--- src/common/fcsr_consts.svh ---
`ifndef FCSR_CONSTS_SVH
`define FCSR_CONSTS_SVH
// ----------------------------------------
// Command codes
// ----------------------------------------
`define FCSR_CMD_READ_ARRAY   8'hFF
`define FCSR_CMD_WORD_PGM_A   8'h10
`define FCSR_CMD_WORD_PGM_B   8'h40
`define FCSR_CMD_BUF_PGM      8'hE8
`define FCSR_CMD_ERASE        8'h20
`define FCSR_CMD_BUFFERED_FACTORY_PROGRAM_MODE         8'h30
`define FCSR_CMD_CONFIRM      8'hD0
`define FCSR_CMD_SUSPEND      8'hB0
`define FCSR_CMD_READ_STATUS  8'h70
`define FCSR_CMD_CLEAR_STATUS 8'h50
`define FCSR_CMD_READ_ID      8'h90
`define FCSR_CMD_READ_QUERY   8'h98
`define FCSR_CMD_LOCK_SETUP   8'h60
`define FCSR_CMD_OTP_SETUP    8'hC0
`define FCSR_CMD_LOCK_CONF    8'h01
`define FCSR_CMD_LOCKDN_CONF  8'h2F
`define FCSR_CMD_CR_CONF      8'h03
`define FCSR_CMD_BUFFERED_FACTORY_PROGRAM_MODE_EXIT    16'hFFFF
// ----------------------------------------
// Field positions and reset values
// ----------------------------------------
`define FCSR_STS_BUFFERED_FACTORY_PROGRAM_MODE_BUSY_BIT 0
`define FCSR_ERR_RESET         4'h0
`endif

--- src/common/fcsr_pkg.sv ---
package fcsr_pkg;
  typedef enum logic [1:0] {
    FCSR_SRC_ARRAY,
    FCSR_SRC_ID,
    FCSR_SRC_QUERY,
    FCSR_SRC_STATUS
  } fcsr_src_e;

  typedef enum logic [3:0] {
    FCSR_READY,
    FCSR_PGM_SETUP,
    FCSR_PGM_BUSY,
    FCSR_PGM_SUSP,
    FCSR_PGM_SUSP_ERASE_SETUP,
    FCSR_ERASE_SETUP,
    FCSR_ERASE_BUSY,
    FCSR_ERASE_SUSP,
    FCSR_LOCK_SETUP,
    FCSR_OTP_SETUP,
    FCSR_OTP_BUSY,
    FCSR_BUFFERED_FACTORY_PROGRAM_MODE_SETUP,
    FCSR_BUFFERED_FACTORY_PROGRAM_MODE_MODE
  } fcsr_state_e;
endpackage : fcsr_pkg

--- src/common/fcsr_sel_if.sv ---
interface fcsr_sel_if #(parameter int PARTS = 8);
  logic                      wr;
  logic [$clog2(PARTS)-1:0]  part;
  fcsr_pkg::fcsr_src_e       src;
  logic [2*PARTS-1:0]        sel_flat;
  modport ctl (output wr, output part, output src, input sel_flat);
  modport mem (input wr, input part, input src, output sel_flat);
endinterface : fcsr_sel_if

--- src/logic/fcsr_part_sel.sv ---
module fcsr_part_sel #(
  parameter int PARTS = 8
) (
  input  wire logic  i_ref_clk, // Clock.
  input  wire logic  i_reset,   // Async reset.
  fcsr_sel_if.mem    sel        // Selector update port.
);
  import fcsr_pkg::*;
  typedef struct packed {
    logic [PARTS-1:0][1:0] src;
  } fcsr_sel_s;
  fcsr_sel_s s_q;
  fcsr_sel_s s_d;

  // RQ9 - hold output selection
  always_comb begin
    s_d = s_q;
    if (sel.wr) begin
      s_d.src[sel.part] = sel.src;
    end
  end

  always_ff @(posedge i_ref_clk or posedge i_reset) begin
    if (i_reset) begin
      s_q <= '0;
    end else begin
      s_q <= s_d;
    end
  end

  assign sel.sel_flat = s_q.src;
endmodule : fcsr_part_sel

--- src/logic/fcsr_top.sv ---
// Function
// RQ1 - Codes outside the allowed command set are treated as illegal; in erase or lock setup they are not flagged and the state returns to ready.
// RQ2 - Array reads from a busy partition return invalid data.
// RQ3 - Identifier and query data come from distinct address locations.
// RQ4 - Host gives both cycles of two-cycle commands same partition.
// RQ5 - In program suspend, erase setup then confirm ignores the confirm.
// RQ6 - Clear status clears error bits only when the engine is idle.
// RQ7 - Factory-program data accepted only while status bit 0 is zero.
// RQ8 - One chip-wide state, independent of partition output selectors.
// RQ9 - Each partition keeps its last output selection for reads.
// RQ10 - Lock, lock-down and configuration confirms operate then return ready.
// RQ11 - First-cycle block address is latched as operation reference.
// RQ12 - Ignored cycles change neither state nor output selections; the ignored RQ5 confirm moves the state back to program suspend.
`include "fcsr_consts.svh"
module fcsr_top #(
  parameter int PARTS  = 8,
  parameter int AW     = 23,
  parameter int BLK_LO = 16
) (
  input  wire logic                    i_ref_clk,    // Clock.
  input  wire logic                    i_reset,      // Async reset, high.
  input  wire logic                    i_wr,         // Command write strobe.
  input  wire logic [AW-1:0]           i_addr,       // Write address.
  input  wire logic [15:0]             i_data,       // Write data.
  input  wire logic                    i_done,       // Embedded operation complete.
  input  wire logic [3:0]              i_err_set,    // Error bits raised by engine.
  input  wire logic [$clog2(PARTS)-1:0] i_rd_part,   // Partition being read.
  input  wire logic                    i_rd_id_loc,  // Read address is in the ID region.
  output fcsr_pkg::fcsr_state_e        o_state,      // Write state machine state.
  output fcsr_pkg::fcsr_src_e          o_rd_src,     // Source for the current read.
  output logic                         o_rd_invalid, // Read data undefined.
  output logic [AW-1:BLK_LO]           o_blk_addr,   // first_cycle_block_address.
  output logic [3:0]                   o_err,        // Status error bits.
  output logic                         o_busy,       // Engine running.
  output logic                         o_buffered_factory_program_mode_data,  // Accepted factory-program word.
  output logic                         o_illegal     // Illegal command pulse.
);
  import fcsr_pkg::*;
  localparam int PW = $clog2(PARTS);

  typedef struct packed {
    fcsr_state_e         st;
    logic [AW-1:BLK_LO]  blk;
    logic [PW-1:0]       busy_part;
    logic [3:0]          err;
    logic                buffered_factory_program_mode_dat;
    logic                illegal;
  } fcsr_top_s;
  fcsr_top_s s_q;
  fcsr_top_s s_d;

  fcsr_sel_if #(.PARTS(PARTS)) sel ();

  fcsr_part_sel #(.PARTS(PARTS)) u_sel (
    .i_ref_clk (i_ref_clk),
    .i_reset   (i_reset),
    .sel       (sel)
  );

  // ----------------------------------------
  // Decode helpers
  // ----------------------------------------
  function automatic logic fcsr_is_busy(input fcsr_state_e s);
    return (s == FCSR_PGM_BUSY) || (s == FCSR_ERASE_BUSY) ||
           (s == FCSR_OTP_BUSY) || (s == FCSR_BUFFERED_FACTORY_PROGRAM_MODE_MODE) || (s == FCSR_BUFFERED_FACTORY_PROGRAM_MODE_SETUP);
  endfunction : fcsr_is_busy

  logic [7:0]        cmd;
  logic [PW-1:0]     wpart;
  logic              legal;
  logic              sel_wr;
  fcsr_src_e         sel_src;
  assign cmd   = i_data[7:0];
  assign wpart = i_addr[AW-1 -: PW];

  // RQ1 - allowed set
  always_comb begin
    case (cmd)
      `FCSR_CMD_READ_ARRAY, `FCSR_CMD_WORD_PGM_A, `FCSR_CMD_WORD_PGM_B, `FCSR_CMD_BUF_PGM,
      `FCSR_CMD_ERASE, `FCSR_CMD_BUFFERED_FACTORY_PROGRAM_MODE, `FCSR_CMD_CONFIRM, `FCSR_CMD_SUSPEND,
      `FCSR_CMD_READ_STATUS, `FCSR_CMD_CLEAR_STATUS, `FCSR_CMD_READ_ID, `FCSR_CMD_READ_QUERY,
      `FCSR_CMD_LOCK_SETUP, `FCSR_CMD_OTP_SETUP, `FCSR_CMD_LOCK_CONF, `FCSR_CMD_LOCKDN_CONF,
      `FCSR_CMD_CR_CONF: legal = 1'b1;
      default: legal = 1'b0;
    endcase
  end

  // ----------------------------------------
  // Write state machine
  // ----------------------------------------
  // RQ8 - single chip state
  always_comb begin
    s_d          = s_q;
    s_d.buffered_factory_program_mode_dat = 1'b0;
    s_d.illegal  = 1'b0;
    sel_wr       = 1'b0;
    sel_src      = FCSR_SRC_STATUS;
    if (i_done && fcsr_is_busy(s_q.st) && s_q.st != FCSR_BUFFERED_FACTORY_PROGRAM_MODE_SETUP) begin
      s_d.st = (s_q.st == FCSR_BUFFERED_FACTORY_PROGRAM_MODE_MODE) ? FCSR_BUFFERED_FACTORY_PROGRAM_MODE_MODE : FCSR_READY;
    end
    if (i_done && s_q.st == FCSR_BUFFERED_FACTORY_PROGRAM_MODE_SETUP) begin
      s_d.st = FCSR_BUFFERED_FACTORY_PROGRAM_MODE_MODE;
    end
    if (i_wr) begin
      case (s_q.st)
        FCSR_BUFFERED_FACTORY_PROGRAM_MODE_SETUP, FCSR_BUFFERED_FACTORY_PROGRAM_MODE_MODE: begin
          // RQ7 - data only when bit zero clear
          if (s_q.st == FCSR_BUFFERED_FACTORY_PROGRAM_MODE_MODE && i_data == `FCSR_CMD_BUFFERED_FACTORY_PROGRAM_MODE_EXIT &&
              i_addr[AW-1:BLK_LO] != s_q.blk) begin
            s_d.st = FCSR_READY;
          end else if (s_q.st == FCSR_BUFFERED_FACTORY_PROGRAM_MODE_MODE && !i_done) begin
            s_d.buffered_factory_program_mode_dat = 1'b1;
          end
        end
        FCSR_PGM_BUSY, FCSR_ERASE_BUSY, FCSR_OTP_BUSY: begin
          if (cmd == `FCSR_CMD_SUSPEND && s_q.st != FCSR_OTP_BUSY) begin
            s_d.st = (s_q.st == FCSR_PGM_BUSY) ? FCSR_PGM_SUSP : FCSR_ERASE_SUSP;
          end
          // RQ6 - clear ignored while busy
          if (cmd == `FCSR_CMD_READ_STATUS || cmd == `FCSR_CMD_SUSPEND) begin
            sel_wr = 1'b1;
          end
          // RQ2 - array read while busy
          if (cmd == `FCSR_CMD_READ_ARRAY) begin
            sel_wr  = 1'b1;
            sel_src = FCSR_SRC_ARRAY;
          end
          s_d.illegal = !legal;
        end
        FCSR_PGM_SETUP, FCSR_ERASE_SETUP, FCSR_OTP_SETUP: begin
          sel_wr = 1'b1;
          if (s_q.st == FCSR_ERASE_SETUP) begin
            s_d.st = (cmd == `FCSR_CMD_CONFIRM) ? FCSR_ERASE_BUSY : FCSR_READY;
          end else begin
            s_d.st = (s_q.st == FCSR_PGM_SETUP) ? FCSR_PGM_BUSY : FCSR_OTP_BUSY;
          end
          s_d.busy_part = wpart;
        end
        FCSR_PGM_SUSP_ERASE_SETUP: begin
          // RQ5 - ambiguous confirm ignored
          // RQ12 - state returns to program suspend
          s_d.st = FCSR_PGM_SUSP;
        end
        FCSR_LOCK_SETUP: begin
          // RQ10 - confirm then ready
          sel_wr = 1'b1;
          s_d.st = FCSR_READY;
        end
        default: begin
          if (!legal) begin
            // RQ12 - illegal leaves state
            s_d.illegal = 1'b1;
          end else begin
            sel_wr = 1'b1;
            case (cmd)
              `FCSR_CMD_READ_ARRAY:  sel_src = FCSR_SRC_ARRAY;
              `FCSR_CMD_READ_ID:     sel_src = FCSR_SRC_ID;
              `FCSR_CMD_READ_QUERY:  sel_src = FCSR_SRC_QUERY;
              default:               sel_src = FCSR_SRC_STATUS;
            endcase
            // RQ11 - latch first-cycle block
            s_d.blk = i_addr[AW-1:BLK_LO];
            case (cmd)
              `FCSR_CMD_WORD_PGM_A, `FCSR_CMD_WORD_PGM_B, `FCSR_CMD_BUF_PGM:
                if (s_q.st != FCSR_PGM_SUSP) s_d.st = FCSR_PGM_SETUP;
              `FCSR_CMD_ERASE:
                if (s_q.st == FCSR_PGM_SUSP) s_d.st = FCSR_PGM_SUSP_ERASE_SETUP;
                else if (s_q.st == FCSR_READY) s_d.st = FCSR_ERASE_SETUP;
              `FCSR_CMD_BUFFERED_FACTORY_PROGRAM_MODE:
                if (s_q.st == FCSR_READY) s_d.st = FCSR_BUFFERED_FACTORY_PROGRAM_MODE_SETUP;
              `FCSR_CMD_OTP_SETUP:
                if (s_q.st == FCSR_READY) s_d.st = FCSR_OTP_SETUP;
              `FCSR_CMD_LOCK_SETUP:  s_d.st = FCSR_LOCK_SETUP;
              `FCSR_CMD_CONFIRM:
                if (s_q.st == FCSR_PGM_SUSP) s_d.st = FCSR_PGM_BUSY;
                else if (s_q.st == FCSR_ERASE_SUSP) s_d.st = FCSR_ERASE_BUSY;
              `FCSR_CMD_CLEAR_STATUS: begin
                // RQ6 - clear only when idle
                s_d.err = `FCSR_ERR_RESET;
              end
              default: s_d.st = s_q.st;
            endcase
          end
        end
      endcase
    end
    // A new engine error wins over a simultaneous clear.
    s_d.err = s_d.err | i_err_set;
  end

  always_ff @(posedge i_ref_clk or posedge i_reset) begin
    if (i_reset) begin
      s_q <= '{st: FCSR_READY, blk: '0, busy_part: '0, err: `FCSR_ERR_RESET,
               buffered_factory_program_mode_dat: 1'b0, illegal: 1'b0};
    end else begin
      s_q <= s_d;
    end
  end

  assign sel.wr   = sel_wr;
  assign sel.part = wpart;
  assign sel.src  = sel_src;

  // ----------------------------------------
  // Read side
  // ----------------------------------------
  fcsr_src_e part_src;
  assign part_src = fcsr_src_e'(sel.sel_flat[2*i_rd_part +: 2]);
  // RQ3 - ID and query locations differ
  always_comb begin
    o_rd_src = part_src;
    if (part_src == FCSR_SRC_ID || part_src == FCSR_SRC_QUERY) begin
      o_rd_src = i_rd_id_loc ? FCSR_SRC_ID : FCSR_SRC_QUERY;
    end
  end
  // RQ2 - busy array read invalid
  assign o_rd_invalid = fcsr_is_busy(s_q.st) && (i_rd_part == s_q.busy_part) &&
                        (part_src == FCSR_SRC_ARRAY);

  assign o_state     = s_q.st;
  assign o_blk_addr  = s_q.blk;
  assign o_err       = s_q.err;
  assign o_busy      = fcsr_is_busy(s_q.st);
  assign o_buffered_factory_program_mode_data = s_q.buffered_factory_program_mode_dat;
  assign o_illegal   = s_q.illegal;
endmodule : fcsr_top

--- config.mk ---
export PLATFORM = sky130hd
export DESIGN_NAME = fcsr_top
export DESIGN_NICKNAME = d
export VERILOG_FILES = /design/src/common/fcsr_pkg.sv /design/src/common/fcsr_sel_if.sv /design/src/logic/fcsr_part_sel.sv /design/src/logic/fcsr_top.sv
export VERILOG_INCLUDE_DIRS = /design/src /design/src/common
export SDC_FILE = /design/constraint.sdc
export NUM_CORES = 1
export LEC_CHECK = 0
export BUFFER_PORTS_ARGS = -buffer_cell sky130_fd_sc_hd__clkbuf_2
export CAP_MARGIN = 0
export CORE_UTILIZATION = 45
export DETAILED_ROUTE_END_ITERATION = 16
export HOLD_SLACK_MARGIN = 0.1
export PLACE_DENSITY = 0.7
export SETUP_SLACK_MARGIN = 0.02
export SLEW_MARGIN = 20
export SYNTH_ARGS = -nofsm -noshare
export SYNTH_HDL_FRONTEND = slang
export SYNTH_SLANG_ARGS = --single-unit
export TNS_END_PERCENT = 5
--- constraint.sdc ---
create_clock -name i_ref_clk -period 6.73 [get_ports i_ref_clk]
set_clock_uncertainty 0.2 [all_clocks]
set_input_delay 0.673 -clock i_ref_clk [delete_from_list [all_inputs] [get_ports i_ref_clk]]
set_output_delay 0.673 -clock i_ref_clk [all_outputs]
set_load 0.02 [all_outputs]
==> Word level (Yosys, flattened, before mapping) <==
Index checks and enable logic that the tools add are counted.
{ "totals": {"in_bits": 51, "output_inout_bits": 21, "reg_bits": 36, "elab_cells": 134} }
{ "classes": {"order_cmp": 2, "shifts": 1, "n_eq_ne": 38, "n_reduce_logical": 31, "n_mux": 46, "bitwise": 2} }
{ "ops": {"columns": ["cell", "count"], "rows": [
  ["$mux W4", 17],
  ["$eq A8 B8 Y1 const B", 7],
  ["$eq A8 B7 Y1 const B", 4],
  ["$pmux W4 S7", 1],
  ["$eq A8 B6 Y1 const B", 3],
  ["$eq A4 B4 Y1 const B", 5],
  ["$mux W20", 1],
  ["$pmux W4 S5", 1],
  ["$reduce_or A17 Y1", 1],
  ["$bwmux W16", 1],
  ["$eq A16 B16 Y1 const B", 1],
  ["$eq A4 B3 Y1 const B", 4],
  ["$shiftx A16 B5 Y2", 1],
  ["$ne A14 B2 Y1 const B", 1],
  ["$mux W2", 6],
  ["$reduce_or A3 Y1", 4],
  ["$mux W11", 1],
  ["$logic_and A1 B1 Y1", 10],
  ["$reduce_or A10 Y1", 1],
  ["$mux W1", 9],
  ["$mux W3", 3],
  ["$eq A4 B2 Y1 const B", 2],
  ["$eq A8 B1 Y1 const B", 1],
  ["$eq A8 B2 Y1 const B", 1],
  ["27 further kinds", 34]
]} }

==> Logic depth before layout (Yosys ltp) <==
Gate-level depths: netlist of run 1.
{ "depth": {"word_depth": 16, "depth_mapped": 9, "ltp_nobuf": 7} }

==> Modules after synthesis <==
Synthesis of run 1 repeated with hierarchy kept, for this count alone.
{ "hier_totals": {"cells_unflattened": 309, "area_unflattened_um2": 2934.1} }
{ "by_module_without_submodules": {"columns": ["mod", "instances", "cells_each", "area_each_um2", "seq_area_each_um2"], "rows": [
  ["fcsr_top", 1, 268, 2264.7, 500.5],
  ["fcsr_part_sel", 1, 41, 669.4, 400.4]
]} }

==> Worst setup path before layout of run 1 <==
No wires, ideal clock.
{ "synth_timing": {"kind": "input to output", "from": "input port i_rd_part[0]", "to": "output port o_rd_src[0]", "required_time_ns": 5.857, "t_arrival_ns": 2.326, "path_buffers": 1, "slack_ns": 3.531, "path_stages": 5, "cell_sequence": "clkbuf_1 > mux4_2 > mux2i_1 > ha_1 > mux2i_1"} }
{ "synth_between": {"elab_chain_len": 4, "elab_cells_between_ends": 5, "cone_classes": "eq/ne (2); shift (1); mux (1); reduce/logical (1)"} }
{ "synth_rtl": {"columns": ["element", "line", "text"], "rows": [
  ["start, declared", "fcsr_top.sv:27", "input wire logic [$clog2(PARTS)-1:0] i_rd_part,"],
  ["$shiftx A16 B5 Y2 *", "fcsr_top.sv:208", "assign part_src = fcsr_src_e'(sel.sel_flat[2*i_rd_part +: 2]);"],
  ["$eq A2 B1 Y1 or $eq A2 B2 Y1 (tied branches)", "fcsr_top.sv:212", "if (part_src == FCSR_SRC_ID || part_src == FCSR_SRC_QUERY) begin"],
  ["$logic_or A1 B1 Y1", "fcsr_top.sv:212", null],
  ["$mux W2 *", "fcsr_top.sv:212", null],
  ["end, declared", "fcsr_top.sv:30", "output fcsr_pkg::fcsr_src_e o_rd_src,"]
]} }
Every way passes the cells marked *; elsewhere a longest branch is shown, timed or not.

==> Worst setup path after layout of run 1 <==
{ "layout_timing": {"from": "input port i_data[0]", "to": "register u_sel.s_q (netlist bit u_sel.sel.sel_flat[4])"} }
{ "layout_between": {"elab_chain_len": 7, "elab_cells_between_ends": 31, "cone_classes": "eq/ne (17); mux (12); reduce/logical (2)"} }
{ "layout_rtl": {"columns": ["element", "line", "text"], "rows": [
  ["start, declared", "fcsr_top.sv:24", "input wire logic [15:0] i_data,"],
  ["$eq A8 B8 Y1 (tied with other cells)", "fcsr_top.sv:78", "case (cmd)"],
  ["$reduce_or A17 Y1", "fcsr_top.sv:78", null],
  ["$mux W1", "fcsr_top.sv:78", null],
  ["$mux W2", "fcsr_top.sv:150", "if (!legal) begin"],
  ["$pmux W2 S2", "fcsr_top.sv:105", "case (s_q.st)"],
  ["$mux W2", "fcsr_top.sv:104", "if (i_wr) begin"],
  ["$bwmux W16", "fcsr_part_sel.sv:19", "s_d.src[sel.part] = sel.src;"],
  ["end signal, assigned", "fcsr_part_sel.sv:25", "s_q <= '0;"],
  ["end signal, assigned", "fcsr_part_sel.sv:27", "s_q <= s_d;"],
  ["end, declared", "fcsr_part_sel.sv:12", "fcsr_sel_s s_q;"]
]} }
Several ways; a longest one is shown, not always the timed one.
A chain may end at the register's enable or synchronous reset.

==> impl_metrics.json, run 1 <==
{
  "outcome": "complete, no violations",
  "yosys.area_share.adder": 0.00457,
  "path_max_fanout": 12,
  "ys_warn_count": 0,
  "yosys.area.top_type_share": 0.329,
  "place.port_buffers": 55,
  "path_buf_inv": 1,
  "setup-violations-final": 0,
  "clk_pin_slew_ps": 80,
  "finalPower_w": 0.000735,
  "pin_count": 72,
  "viasPerCell": 5.96,
  "final_hold_viol_count": 0,
  "antenna_cells": 0,
  "worst-path-stages": 7,
  "drc": 0,
  "hold_class": "input port to async pin",
  "critical_path_required_ps": 6710,
  "seq_area_frac_synth": 0.329,
  "synth_mux_area_frac": 0.165,
  "critical_path_class": "input port to flip-flop",
  "drv_slew": 0,
  "cts_hold_buf": 0,
  "cts-resized-gates": 0,
  "clk_latency_ps": 290,
  "postLayoutCellArea_um2": 3020,
  "reg2reg_depth": 6,
  "vias": 2338,
  "globalRouteOverflowTotal": 0,
  "start_util": 0.465,
  "routed_wl_mm": 6.34,
  "synth.top_cells.by_area": "dfrtp_1, mux2_2, buf_4",
  "cts_max_level": 2,
  "cp.arrival_ps": 3260,
  "cts_setup_buffers": 0,
  "synth.distinct_cells": 65,
  "finalCritPeriodShare": 0.488,
  "drive_gt1_frac": 0.322,
  "utilization": 0.512,
  "p_leak_nw": 1.28,
  "cp-end-kind": "flip-flop",
  "crit_family": "simple AND/OR/NAND/NOR gates",
  "antenna_found_initial": 0,
  "fmax_mhz": 304,
  "syn-mean-instance-area_um2": 9.58,
  "grt_pass1_vias": 2194,
  "synth-simple-area-share": 0.229,
  "clockBufferDepth": 2,
  "crit_path_frequent_cell": "nor4_2",
  "yosys_most_used_dff": "dfrtp_1",
  "synth_edf_count": 0,
  "powerDensity_nw_per_um2": 244,
  "max_slew.worst_pin.slew_ps": 1000,
  "dp_hpwl_mm": 4.60,
  "gp_congestion": 0.861,
  "syn_inst": 286,
  "wl_per_cell_um": 16.2,
  "core_region_area_um2": 5890,
  "rsz0062_at_grt": "false",
  "period_needed_ps": 3290,
  "maxCapViolations": 0,
  "fp.dieW_um": 80.0,
  "dr.pass1.iters": 4,
  "worstPathCellList": "clkbuf_2, nor4_2, o21ai_1, o2111ai_2, a21boi_4, nor4_2, mux2_2",
  "numCtsBuffers": 5,
  "slowest_delay_ps": 880,
  "areaGrowthSynthToFinish_pct": 10.1,
  "synth_largest_area_cell": "dfrtp_1",
  "vdd.ir_drop.worst_mv": 0.188,
  "synthXorXnorAreaFrac": 0.0320,
  "final_nets": 368,
  "critPathLaunchType": "input port",
  "cts_tree": "yes",
  "fill_cells": 564,
  "slew-limit-headroom": 0.328,
  "synth_top_family_by_area": "simple AND/OR/NAND/NOR gates",
  "grt_usage": 0.216,
  "grt_max_degree": 37,
  "die-area_um2": 6400,
  "die_h_um": 80.0,
  "crit_slowest_cell": "nor4_2",
  "synth_nets": 338,
  "ys_async_sr_fraction": 1.00,
  "grt_first_pass_wirelength_mm": 10.6,
  "drt-initial-drc-count": 248,
  "synth-seq-cells": 36,
  "synth-compound-area-share": 0.162,
  "detail-route-antenna-nets": 0,
  "final.setup.tns_ps": 0,
  "placed_area_um2": 2930,
  "synth_area_um2": 2740,
  "cts-root-buf": "clkbuf_8",
  "rows": 28,
  "clock-sinks": 36
}
power breakdown:
part	total (W)	internal, W	switching, W
Clock	0.000155	0.0000722	0.0000829
Sequential	0.000323	0.000278	0.0000453
Combinational	0.000257	0.000125	0.000132
Total	0.000735	0.000475	0.000261
cell families (layout without fill, tap and decap cells):
| logic type | Yosys count | count (layout) |
|---|---|---|
| simple gates | 100 | 100 |
| compound gates | 62 | 62 |
| buf+inv | 40 | 71 |
| mux | 37 | 37 |
| flops | 36 | 36 |
| xor+xnor | 10 | 10 |
| fa+ha+maj | 1 | 1 |
layout make-up:
cell class	instances	area [um^2]	share of cell area
multi-input cells	210	1620	0.539
flip-flops and latches	36	901	0.299
repair buffers	56	283	0.0938
well taps	75	93.8	0.0311
clock buffers	5	68.8	0.0228
inverters	7	26.3	0.00871
clock inverters	3	18.8	0.00622
metrics by stage:
step | setup slack (ps) | hold slack, ps | instances
after floorplan | 3530 | 250 | 286
after global placement | 3200 | 259 | 384
after detailed placement | 3170 | 265 | 384
after CTS | 3480 | 268 | 392
after global routing | 3240 | 300 | 392
final | 3440 | 260 | 392
tightest hold or removal path, stage by stage:
cell,delay (ps)
clkbuf_2,80
inv_1,40
buf_4,400
synthesized netlist by cell type, types with 3 or more instances:
master / instances
nand2b_1: 10
nor2_1: 16
or3_1: 4
a22oi_1: 3
mux2_1: 8
clkbuf_1: 11
xor2_1: 5
nor4b_2: 4
o21ai_0: 12
inv_1: 6
nor3_1: 4
mux2i_1: 7
mux2_2: 18
mux4_2: 4
and4_1: 3
xnor2_1: 5
buf_4: 15
a21o_1: 4
nor4_2: 4
nand3_1: 3
nand4_1: 8
dfrtp_1: 36
a31oi_1: 3
o21ai_1: 3
nand2_1: 23
and3_1: 4
nor4_1: 4
a21oi_1: 11
buf_2: 6
routing by layer:
| layer | up-vias | GRT usage | routed length, um |
|---|---|---|---|
| met5 | - | 0 | 0 |
| met4 | 0 | 0.0714 | 76 |
| met3 | 8 | 0.0526 | 327 |
| met2 | 74 | 0.356 | 3210 |
| met1 | 1142 | 0.275 | 2730 |
| li1 | 1114 | - | - |
final timing paths:
kind / endpoint / slack (ps) / startpoint
max: u_sel.sel.sel_flat[4]$_DFFE_PP0P_ / 3440 / i_data[0]
min: o_err[0]$_DFF_PP0_ / 260 / i_reset
max reg2reg: u_sel.sel.sel_flat[4]$_DFFE_PP0P_ / 3740 / o_state[1]$_DFFE_PP0P_
min reg2reg: o_err[0]$_DFF_PP0_ / 280 / o_err[0]$_DFF_PP0_
max in group asynchronous: u_sel.sel.sel_flat[1]$_DFFE_PP0P_ / 5750 / i_reset
min in group i_ref_clk: o_err[0]$_DFF_PP0_ / 280 / o_err[0]$_DFF_PP0_
registers in the layout, summed over array words and instances, names as in the netlist:
register	count
o_illegal	1
o_blk_addr	7
o_state	4
u_sel.sel.sel_flat	16
o_buffered_factory_program_mode_data	1
s_q	3
o_err	4
layout by cell type, fill, tap and decap left out, drive strengths merged, types with 2 or more instances in the layout:
cell type	instances
nand3	4
or2	2
nor4b	6
a21o	4
nand2b	10
clkinv	3
xnor2	5
nor2	16
inv	7
nand4	8
a311oi	2
nand2	23
dfrtp	36
and4	3
o22ai	2
o21ai	15
a21boi	3
and3	4
mux2i	7
mux4	4
o31ai	2
nor3	4
xor2	5
a21oi	11
a22o	2
or3	5
nor4	9
mux2	26
clkbuf	60
a22oi	3
o2111ai	3
a31oi	3
Power figures use the tool's default switching activity.
==> inputs of run 2 (changes only) <==
Clock period 6.73 ns to 3.1 ns, I/O delays scaled along.
==> run 2 against run 1 <==
Net effect:
- core utilization increased by 2.3 points
- clock power increased by 120%
- global-route usage is 0.74 points higher
- via count grew 1.4%
- cell area up 4.6%
- worst setup slack got worse by 3000 ps
- total power grew 120%
- wire length is 0.95% higher
- critical path depth did not move
- combinational power up 120%
- register-to-register slack worse by 3300 ps
- critical path type is now flip-flop to flip-flop
- critical endpoint is now o_state[0]$_DFFE_PP0P_
- largest power group unchanged
- highest routed layer unchanged
==> impl_metrics.json, run 2 (synthesis gave the netlist of run 1 again) <==
{
  "antenna_cells": 0,
  "wl_per_cell_um": 15.7,
  "drv_slew": 0,
  "start_util": 0.465,
  "rows": 28,
  "die-area_um2": 6400,
  "grt_first_pass_wirelength_mm": 11.0,
  "core_region_area_um2": 5890,
  "antenna_found_initial": 0,
  "p_leak_nw": 1.35,
  "routed_wl_mm": 6.40,
  "fmax_mhz": 380,
  "clkPwrFrac": 0.211,
  "outcome": "complete, no violations",
  "critPathLaunchType": "flip-flop",
  "critical_path_class": "flip-flop to flip-flop",
  "worstPathCellList": "or3_1, nand2_1, o21ai_1, a21oi_1, nand2b_1, o22ai_1, a22oi_1",
  "maxCapViolations": 0,
  "grt_pass1_vias": 2367,
  "hold_class": "input port to flip-flop",
  "clk_latency_ps": 290,
  "p_int_w": 0.00104,
  "detail-route-antenna-nets": 0,
  "cts_setup_buffers": 0,
  "viasPerCell": 5.83,
  "final_nets": 383,
  "fp.dieW_um": 80.0,
  "setup-violations-final": 0,
  "gp_congestion": 0.879,
  "path_max_fanout": 20,
  "switching_power_w": 0.000572,
  "slew-limit-headroom": 0.553,
  "p_comb_frac": 0.357,
  "cts-root-buf": "clkbuf_8",
  "cts_tree": "yes",
  "period_needed_ps": 2630,
  "final.setup.tns_ps": 0,
  "rsz0062_at_grt": "false",
  "drt-initial-drc-count": 179,
  "grt_max_degree": 37,
  "drive_gt1_frac": 0.322,
  "max_slew.worst_pin.slew_ps": 662,
  "vias": 2371,
  "final_hold_viol_count": 0,
  "pin_count": 72,
  "cp.arrival_ps": 2640,
  "cts_max_level": 2,
  "layout_common_cells": "clkbuf_2, dfrtp_1, nand2_1",
  "p_seq_frac": 0.432,
  "cts-resized-gates": 0,
  "critical_path_required_ps": 3110,
  "drc": 0,
  "dr.pass1.iters": 4,
  "largest_reg_flops": 16,
  "finalCritPeriodShare": 0.848,
  "slowest_delay_ps": 610,
  "postLayoutCellArea_um2": 3150,
  "powerDensity_nw_per_um2": 512,
  "clockBufferDepth": 2,
  "place.port_buffers": 55,
  "numCtsBuffers": 5,
  "globalRouteOverflowTotal": 0,
  "final_common_cell": "clkbuf_2",
  "vdd.ir_drop.worst_mv": 0.384,
  "areaGrowthSynthToFinish_pct": 15.1,
  "grt_usage": 0.223,
  "clock-sinks": 36,
  "crit_slowest_cell": "dfrtp_1",
  "die_h_um": 80.0,
  "clk_pin_slew_ps": 80,
  "swShare": 0.355,
  "placed_area_um2": 2970,
  "cp-end-kind": "flip-flop",
  "dp_hpwl_mm": 4.73
}
[run 2: changes by cell type in the layout (fill, tap and decap cells not counted)]
cell           before  now
buf_4               1    6
dlygate4sd3_1       0   10
[run 2: metrics by stage]
step                setup slack [ps]  total power [W]  hold WS, ps  std cells   util
floorplan                        627          0.00116          180        286      -
global placement                 445          0.00125          224        389  0.504
detailed placement               396          0.00128          229        389  0.504
CTS                              516          0.00163          175        407  0.536
global route                     289          0.00171          185        407  0.536
finish                           470          0.00161          181        407  0.536
[run 2: path summary, 6_finish.rpt]
kind | from | slack [ps] | cells past startpoint | endpoint
max | o_state[1]$_DFFE_PP0P_ | 470 | 7 | o_state[0]$_DFFE_PP0P_
min | i_addr[20] | 180 | 2 | s_q[6]$_DFFE_PP0P_
max reg2reg | o_state[1]$_DFFE_PP0P_ | 470 | 7 | o_state[0]$_DFFE_PP0P_
min reg2reg | o_err[2]$_DFF_PP0_ | 290 | 1 | o_err[2]$_DFF_PP0_
max in group asynchronous | i_reset | 1910 | 4 | o_blk_addr[17]$_DFFE_PP0P_
min in group asynchronous | i_reset | 460 | 4 | o_state[2]$_DFFE_PP0P_
[run 2: repair_timing]
| item | 4_1_cts | 5_1_grt |
|---|---|---|
| setup endpoints to repair | 0 | 0 |
| hold buffers | 10 | 0 |
| hold endpoints to repair | 45 | 0 |
[run 2: layout make-up]
class,instances,area (um^2)
Clock buffer,5,68.8
Clock inverter,3,18.8
Fill cell,542,2730
Inverter,7,26.3
Multi-Input combinational cell,210,1620
Sequential cell,36,901
Tap cell,75,93.8
Timing Repair Buffer,71,420
[run 2: layer usage]
layer,part of all wire,GRT usage,wire [um],vias to the layer above
met5,0,0,0,-
met3,0.050,0.0560,320,14
met4,0.023,0.0929,149,0
met2,0.50,0.369,3180,75
met1,0.43,0.276,2750,1138
li1,-,-,-,1144
[run 2: power groups by stage]
stage                     sequential [W]  clock [W]  combinational, W
after detailed placement        0.000705          0          0.000572
after global routing            0.000714   0.000369          0.000631
after floorplan                 0.000674          0          0.000486
after global placement          0.000698          0          0.000556
final                           0.000696   0.000341          0.000576
after CTS                       0.000696   0.000351          0.000583
[run 2: worst max-delay path: cells and delay by family (launching register included)]
family | cells | cell delay [ps]
AOI/OAI and AO/OA | 4 | 950
DFF | 1 | 610
and+or+nand+nor | 3 | 770
